$ cat config.mk
export PLATFORM = sky130hd
export DESIGN_NAME = dis_core
export DESIGN_NICKNAME = d
export VERILOG_FILES = /design/src/core/dis_pkg.sv /design/src/core/dis_core.sv
export SDC_FILE = /design/constraint.sdc
export NUM_CORES = 1
export LEC_CHECK = 0
export BUFFER_PORTS_ARGS = -buffer_cell sky130_fd_sc_hd__buf_2
export CORE_MARGIN = 3
export CORE_UTILIZATION = 38
export CTS_CLUSTER_SIZE = 30
export DETAILED_ROUTE_END_ITERATION = 10
export GPL_TIMING_DRIVEN = 0
export SLEW_MARGIN = 10
export SYNTH_ARGS = -nofsm -noshare
export SYNTH_HDL_FRONTEND = slang
export SYNTH_SLANG_ARGS = --single-unit
$ cat constraint.sdc
create_clock -name clk_in -period 3.7 [get_ports clk_in]
set_clock_uncertainty 0.15 [all_clocks]
set_input_delay 0.925 -clock clk_in [delete_from_list [all_inputs] [get_ports clk_in]]
set_output_delay 0.925 -clock clk_in [all_outputs]
set_load 0.05 [all_outputs]
$ cat src/core/dis_pkg.sv
// Constants and carriers for the DDR2 setup-register and burst block.
// Assumes commands are sampled on every rising edge of clk_in.
package dis_pkg;
  // Command pins as sampled on one clock edge
  typedef struct packed {
    logic cke;
    logic cs_n;
    logic ras_n;
    logic cas_n;
    logic we_n;
    logic [2:0] bank;
    logic [13:0] addr;
  } dis_cmd_s;

  // Bank-select codes choosing a setup register
  localparam logic [2:0] BANK_MAIN = 3'h0;
  localparam logic [2:0] BANK_EXT = 3'h1;
  localparam logic [2:0] BANK_EXT2 = 3'h2;
  localparam logic [2:0] BANK_EXT3 = 3'h3;

  // Field positions
  localparam int ADDR_BIT10 = 10;
  localparam int PHASE_LOCK_RESET_BIT = 8;
  localparam int BURST_ORDER_BIT = 3;
  localparam logic [2:0] BURST_LENGTH_EIGHT = 3'h3;
  localparam int COL_W = 10;

  // Lock wait in clock cycles after a phase-lock reset load
  localparam logic [7:0] LOCK_CYCLES = 8'hC8;

  // Reset values
  localparam logic [13:0] SETUP_RESET = 14'h0000;

  // Wishbone byte offsets
  localparam logic [7:0] OFF_MAIN = 8'h00;
  localparam logic [7:0] OFF_EXT = 8'h04;
  localparam logic [7:0] OFF_EXT2 = 8'h08;
  localparam logic [7:0] OFF_EXT3 = 8'h0C;
  localparam logic [7:0] OFF_STATUS = 8'h10;
  localparam logic [7:0] OFF_CONTROL = 8'h14;

  // Status and control bit positions
  localparam int ST_READY = 0;
  localparam int ST_LOCKING = 1;
  localparam int ST_ERROR = 2;
  localparam int ST_BURST = 3;
  localparam int ST_COUNT_LSB = 8;
  localparam int CTL_CLEAR_ERROR = 0;

  typedef enum logic [0:0] {DIS_IDLE, DIS_BURST} dis_state_e;
endpackage

$ cat src/core/dis_core.sv
// DDR2 setup-register decoder, phase-lock timer and burst column sequencer.
// Assumes the controller keeps the documented init order and spacing;
// the pins arrive synchronous to clk_in, which stands for the memory clock.
module dis_core
  import dis_pkg::*;
(
  input wire logic clk_in,
  input wire logic rst_in,
  input wire dis_cmd_s cmd_in,
  input wire logic wb_cyc_in,
  input wire logic wb_stb_in,
  input wire logic wb_we_in,
  input wire logic [7:0] wb_adr_in,
  input wire logic [3:0] wb_sel_in,
  input wire logic [31:0] wb_dat_in,
  output logic [31:0] wb_dat_out,
  output logic wb_ack_out,
  output logic ready_out,
  output logic precharge_all_out,
  output logic burst_active_out,
  output logic burst_write_out,
  output logic [COL_W-1:0] burst_col_out
);
  // Command decode; nothing is taken while the clock gate is low
  logic cmd_load;
  logic cmd_column;
  logic cmd_precharge;
  assign cmd_load = cmd_in.cke & ~cmd_in.cs_n & ~cmd_in.ras_n
                    & ~cmd_in.cas_n & ~cmd_in.we_n;
  assign cmd_column = cmd_in.cke & ~cmd_in.cs_n & cmd_in.ras_n & ~cmd_in.cas_n;
  assign cmd_precharge = cmd_in.cke & ~cmd_in.cs_n & ~cmd_in.ras_n
                         & cmd_in.cas_n & ~cmd_in.we_n;

  // Setup registers, lock timer and error flag
  logic [13:0] main_setup_register;
  logic [13:0] extended_setup_register;
  logic [13:0] extended_setup_register_two;
  logic [13:0] extended_setup_register_three;
  logic [7:0] lock_count;
  logic ready;
  logic setup_error;
  logic precharge_all;
  logic [13:0] next_main;
  logic [13:0] next_ext;
  logic [13:0] next_ext2;
  logic [13:0] next_ext3;
  logic [7:0] next_lock_count;
  logic next_ready;
  logic next_setup_error;
  logic next_precharge_all;
  logic clear_error;
  dis_state_e state;

  assign clear_error = wb_cyc_in & wb_stb_in & wb_we_in & ~wb_ack_out & wb_sel_in[0]
                       & (wb_adr_in == OFF_CONTROL) & wb_dat_in[CTL_CLEAR_ERROR];

  // Loads only touch setup state, never stored data
  always_comb begin
    next_main = main_setup_register;
    next_ext = extended_setup_register;
    next_ext2 = extended_setup_register_two;
    next_ext3 = extended_setup_register_three;
    next_lock_count = lock_count;
    next_ready = ready;
    next_setup_error = setup_error;
    next_precharge_all = cmd_precharge & cmd_in.addr[ADDR_BIT10];
    // Self-clear one cycle after the reset load was registered
    if (main_setup_register[PHASE_LOCK_RESET_BIT]) begin
      next_main[PHASE_LOCK_RESET_BIT] = 1'b0;
    end
    if (lock_count != 8'h00) begin
      next_lock_count = lock_count - 8'h01;
      next_ready = (lock_count == 8'h01);
    end
    if (clear_error) begin
      next_setup_error = 1'b0;
    end
    if (cmd_load) begin
      // A load during a burst is flagged; the set wins over a clear
      if (state == DIS_BURST) begin
        next_setup_error = 1'b1;
      end
      case (cmd_in.bank)
        BANK_MAIN: begin
          next_main = cmd_in.addr;
          if (cmd_in.addr[PHASE_LOCK_RESET_BIT]) begin
            next_lock_count = LOCK_CYCLES;
            next_ready = 1'b0;
          end
        end
        BANK_EXT: next_ext = cmd_in.addr;
        BANK_EXT2: next_ext2 = cmd_in.addr;
        BANK_EXT3: next_ext3 = cmd_in.addr;
        default: next_setup_error = 1'b1; // Bank bit2 is reserved
      endcase
    end
  end

  always_ff @(posedge clk_in or posedge rst_in) begin
    if (rst_in) begin
      main_setup_register <= SETUP_RESET;
      extended_setup_register <= SETUP_RESET;
      extended_setup_register_two <= SETUP_RESET;
      extended_setup_register_three <= SETUP_RESET;
      lock_count <= 8'h00;
      ready <= 1'b0;
      setup_error <= 1'b0;
      precharge_all <= 1'b0;
    end else begin
      main_setup_register <= next_main;
      extended_setup_register <= next_ext;
      extended_setup_register_two <= next_ext2;
      extended_setup_register_three <= next_ext3;
      lock_count <= next_lock_count;
      ready <= next_ready;
      setup_error <= next_setup_error;
      precharge_all <= next_precharge_all;
    end
  end

  // Burst sequencer: one column per cycle, wrapping within the block
  logic burst_eight;
  logic interleaved;
  logic [2:0] beat;
  logic [2:0] start_col;
  logic [COL_W-1:0] base_col;
  logic burst_write;
  logic [COL_W-1:0] col;
  dis_state_e next_state;
  logic [2:0] next_beat;
  logic [2:0] next_start_col;
  logic [COL_W-1:0] next_base_col;
  logic next_burst_write;
  logic next_burst_eight;
  logic next_interleaved;
  logic [COL_W-1:0] next_col;
  logic [2:0] offset;
  logic [2:0] last_beat;

  // Length and order are latched per command, so a later load cannot skew it
  always_comb begin
    next_state = state;
    next_beat = beat;
    next_start_col = start_col;
    next_base_col = base_col;
    next_burst_write = burst_write;
    next_burst_eight = burst_eight;
    next_interleaved = interleaved;
    next_col = col;
    offset = 3'h0;
    last_beat = burst_eight ? 3'h7 : 3'h3;
    if (state == DIS_BURST) begin
      if (beat == last_beat) begin
        next_state = DIS_IDLE;
      end else begin
        next_beat = beat + 3'h1;
        offset = interleaved ? (start_col ^ next_beat)
                             : (start_col + next_beat);
        if (burst_eight) begin
          next_col = {base_col[COL_W-1:3], offset};
        end else begin
          next_col = {base_col[COL_W-1:2], offset[1:0]};
        end
      end
    end
    if (cmd_column && (next_state == DIS_IDLE)) begin
      next_state = DIS_BURST;
      next_beat = 3'h0;
      next_start_col = cmd_in.addr[2:0];
      next_base_col = cmd_in.addr[COL_W-1:0];
      next_burst_write = ~cmd_in.we_n;
      next_burst_eight = (main_setup_register[2:0] == BURST_LENGTH_EIGHT);
      next_interleaved = main_setup_register[BURST_ORDER_BIT];
      next_col = cmd_in.addr[COL_W-1:0];
    end
  end

  always_ff @(posedge clk_in or posedge rst_in) begin
    if (rst_in) begin
      state <= DIS_IDLE;
      beat <= 3'h0;
      start_col <= 3'h0;
      base_col <= '0;
      burst_write <= 1'b0;
      burst_eight <= 1'b0;
      interleaved <= 1'b0;
      col <= '0;
    end else begin
      state <= next_state;
      beat <= next_beat;
      start_col <= next_start_col;
      base_col <= next_base_col;
      burst_write <= next_burst_write;
      burst_eight <= next_burst_eight;
      interleaved <= next_interleaved;
      col <= next_col;
    end
  end

  // Wishbone slave: ack one cycle after the strobe, unmapped reads give zero
  logic [31:0] next_dat;
  logic next_ack;
  always_comb begin
    next_ack = wb_cyc_in & wb_stb_in & ~wb_ack_out;
    next_dat = 32'h0000_0000;
    case (wb_adr_in)
      OFF_MAIN: next_dat = {18'h00000, main_setup_register};
      OFF_EXT: next_dat = {18'h00000, extended_setup_register};
      OFF_EXT2: next_dat = {18'h00000, extended_setup_register_two};
      OFF_EXT3: next_dat = {18'h00000, extended_setup_register_three};
      OFF_STATUS: begin
        next_dat[ST_READY] = ready;
        next_dat[ST_LOCKING] = (lock_count != 8'h00);
        next_dat[ST_ERROR] = setup_error;
        next_dat[ST_BURST] = (state == DIS_BURST);
        next_dat[ST_COUNT_LSB +: 8] = lock_count;
      end
      default: next_dat = 32'h0000_0000;
    endcase
  end

  always_ff @(posedge clk_in or posedge rst_in) begin
    if (rst_in) begin
      wb_ack_out <= 1'b0;
      wb_dat_out <= 32'h0000_0000;
    end else begin
      wb_ack_out <= next_ack;
      wb_dat_out <= next_dat;
    end
  end

  // Registered outputs
  assign ready_out = ready;
  assign precharge_all_out = precharge_all;
  assign burst_active_out = (state == DIS_BURST);
  assign burst_write_out = burst_write;
  assign burst_col_out = col;
endmodule

After elaboration in Yosys (flattened, before gate mapping)

Cells that the tools add are included.

Register bits: 114
Latch bits: 0
Memory bits (writable): 0
Bits in read-only memories: 0
Input bits: 71
Output and inout port bits: 47
Word-level logic and storage cells: 97
Memories kept: 0

Add/subtract/negate cells: 3
$mul: 0
Div/mod/pow operators: 0
Magnitude comparators: 0
Equal/unequal tests: 12
Shift operators: 0
Multiplexer cells: 29
Bitwise operators: 23
Reductions and logical operators: 11

Operator list:

| kind                                             | count |
|---|---|
| case mux 8 bit (5 select lines)                  | 1 |
| two-way mux 8 bit                                | 4 |
| two-way mux 10 bit                               | 3 |
| case mux 4 bit (5 select lines)                  | 1 |
| two-way mux 3 bit                                | 6 |
| two-way mux 9 bit                                | 2 |
| bitwise AND 1 bit                                | 16 |
| == test 8 x 4 -> 1 bit, second input constant    | 2 |
| == test 8 x 5 -> 1 bit, second input constant    | 2 |
| case mux 4 bit (4 select lines)                  | 1 |
| two-way mux 1 bit                                | 11 |
| AND reduction 2 bit                              | 5 |
| == test 3 x 2 -> 1 bit, second input constant    | 3 |
| == test 8 x 1 -> 1 bit, second input constant    | 1 |
| == test 8 x 3 -> 1 bit, second input constant    | 1 |
| logical NOT 8 bit                                | 1 |
| nonzero test 8 bit                               | 1 |
| subtractor 8 x 1 -> 8 bit, second input constant | 1 |
| inverter 1 bit                                   | 6 |
| OR reduction 4 bit                               | 1 |
| adder 3 x 1 -> 3 bit, second input constant      | 1 |
| adder 3 bit                                      | 1 |
| == test 3 x 1 -> 1 bit, second input constant    | 1 |
| == test 3 bit                                    | 1 |
| 5 further kinds                                  | 5 |

Longest topological paths before layout

Depth in word-level cells: 10
Gate-level depth with buffers: 7
Gate-level depth less buffers: 7

Least setup slack after synthesis

OpenSTA, ideal clock, no wires.

Path kind: input to register
Start: input port cmd_in[17] in the netlist's numbering
End: register extended_setup_register[0]
Library setup time: 0.125 ns
Data arrival time: 2.312 ns
Required time: 3.425 ns
Path slack: 1.113 ns
Stages: 5
Path buffers: 1
Cell sequence: nor4b_4 -> nand2b_4 -> nor4b_4 -> buf_6 -> mux2_2

Longest elaborated chain between the ends: 3

Ends and longest elaborated chain:

| element                              | line            | text |
|---|---|---|
| from (decl)                          | dis_core.sv:9   | `input wire dis_cmd_s cmd_in,` |
| inverter 1 bit                       | dis_core.sv:29  | `& ~cmd_in.cas_n & ~cmd_in.we_n;` |
| bitwise AND 1 bit                    | dis_core.sv:29  |  |
| AND reduction 2 bit (no source line) | n/a             |  |
| to (signal assigned)                 | dis_core.sv:111 | `extended_setup_register <= next_ext;` |
| to (decl)                            | dis_core.sv:36  | `logic [13:0] extended_setup_register;` |

No other way between the ends.
A chain may end at the register's enable or synchronous reset.

Worst setup path after layout

Start: input port cmd_in[17] in the netlist's numbering
End: register extended_setup_register[7]

Same word-level chain as after synthesis.

==> metrics.txt <==
status=complete, no violations; die area=0.01469 mm²; CP max stage delay=~0.47 ns; final period utilization=70.65%; Clk pin slew, worst setup/hold paths=0.07 ns; Post-Synthesis Cells=370; Setup TNS=0 ns; Syn Area/Cell=~14 µm²; Final setup violation count=0; ANT cells=0; initial DRC count=156; kind of critical path=in -> reg; CTS Hold Bufs=0; Critical Path Start=cmd_in[17]; vias in the first global route=around 3.2k; Avg WL per Cell=16.69 µm; post-layout util=47.00%; Layout fillers=1,137; Post-CTS Setup Bufs=0; total core area=around 0.013 mm²; H-tree depth=3; antenna violations before repair=0; area grow syn2layout=19.03%; FP Rows=41; gpl congestion=0.7696; dpl ws=around 0.7 ns; CP required=~3.8 ns; Starting Density=~40%; Most common cell on crit path=nor4b_4; Power, Total=around 3.6 mW; final setup margin=1.086 ns; post-synthesis sequential area ratio=55.07%; max-cap viol count=0; unique cell type count in the Yosys netlist=42; DR pass1 iterations=6; Final min period=2.614 ns; I/O pins=118; Finished Cell Area=0.006003 mm²; GRT Util Overall=between 10% and 20%; static leakage=2.958 nW; clk_lat worst skew=0.34 ns; pwr/cell area=602.1 mW/mm²; CTS Root Cell=clkbuf_16; Overflow after GRT=0; Num CTS Buffers=9; register bit total from synthesis=around 110; CTS tree=yes; asr flop ratio synth=100.0%; cells resized by post-CTS repair=0; Commonest cells post-synth=dfrtp_1 (111), mux2_2 (66), nand2_1 (22), o21ai_0 (21), buf_4 (19); WP data arrival=~2.7 ns; Slew @ Worst Pin=0.7547 ns; worst vdd ir=0.2523 mV; DRT antenna net count=0; hold crit path type=reg -> reg; Post-DP HPWL=7.902 mm; share of cells above drive strength 1=41.03%; die height=121.2 µm; ys flop type=dfrtp_1; first-pass GRT wire length=17.26 mm; clk buf depth=2; Crit. End Element=flip-flop; RSZ-0062 raised after global routing=no; Worst slew margin=49.69%; Mapped Area=0.005044 mm²; share of the synthesized area in the top cell type=55.07%; worst path cell trace=buf_2 > nor4b_4 > nand2b_4 > nor4b_4 > buf_6 > mux2_2; slowest CP cell=nor4b_4; # DRC=0; number of synthesized flops with an enable pin=0; fmax=0.3826 GHz; count leader, synth=dfrtp_1; DR vias/cell=about 4.9; Max Slew Vio Count=0; min-delay src=wb_ack_out; Clock Sinks=111; final wirelength=10.68 mm; Hold Fails Final Rpt=0; Synth Warn #=0; # nets final=542; top post-synthesis cells by area=dfrtp_1 (55%), mux2_2 (15%), mux4_2 (5.8%); largest net degree at the start of global routing=37; Die Wd=121.2 µm; CP Max Fanout=10; multi-input logic area=0.002101 mm²; FF/Latch Area=0.002778 mm²; port bufs=65; Post-DP Area=0.005704 mm²; Startpoint Class=primary input; Vias=around 3.2k; largest area contributor in the netlist=dfrtp_1; Critical R2R Launch=beat[0]
## cell families after synthesis
group | synth area share, %
compound gates | 5.061
xor+xnor | 1.563
simple gates | 9.030
fa+ha+maj | 1.885
buf+inv | 4.391
other cells | 0.07435
mux | 22.92
flops | 55.07
## cells in the final DEF, fill, tap and decap left out, drive strengths merged, types with 4 or more instances in the layout
cell and n:
mux2i 12, inv 6, conb 16, dfrtp 111, clkbuf 17, xnor2 6
mux4 13, o21ai 21, nor3 4, ha 6, mux2 66, buf 93
and2 9, nand2 22, a22o 9, nor2 13
## stage by stage
step	instances	hold slack (ns)
after floorplan	385	0.2908
after global placement	622	0.2765
after detailed placement	625	0.2810
after CTS	640	0.2905
after global routing	640	0.3362
final	640	0.2903
## where the power goes
group          switching, mW  total (mW)  leakage (nW)  internal (mW)
combinational          0.619        1.01          1.35          0.395
sequential             0.177        1.63          1.47           1.45
clock                  0.417       0.975         0.145          0.558
total                   1.21        3.61          2.96           2.40
## metal layers
metal	track usage, %	vias to the layer above	routed length (µm)
met5	0	-	0
met4	3.992	0	125
met3	2.844	12	339
met2	23.93	52	5218
met1	22.04	1619	4998
li1	-	1473	-
## area by class of cell
class	count	share of cell area [%]
Buffer	30	3.251
Sequential cell	111	46.27
Inverter	7	0.5002
Clock buffer	12	4.273
Clock inverter	3	0.7086
Timing Repair Buffer	68	6.419
Tap cell	172	3.585
Multi-Input combinational cell	237	34.99
## path summary, 6_finish.rpt
check,endpoint,slack [ns],cells past startpoint
worst max-delay path,extended_setup_register[7],1.09,6
worst min-delay path,wb_ack_out,0.29,1
worst max register to register,base_col[6],1.39,5
worst min register to register,wb_ack_out,0.29,1
max in group asynchronous,extended_setup_register_two[7],2.25,4
min in group asynchronous,burst_col_out[2],0.42,2
## registers in the layout, summed over array words and instances (netlist names), 2 cells and up
register / flops
base_col: 8
extended_setup_register_three: 14
extended_setup_register: 14
lock_count: 8
burst_col_out: 10
main_setup_register: 14
beat: 3
extended_setup_register_two: 14
start_col: 2
wb_dat_out: 16
## critical path: cells and delay by family
family	cells	cell delay, ns
multiplexers	1	0.35
AND/OR/NAND/NOR	3	1.05
buffers and inverters	2	0.36
(Power assumes the default switching activity.)
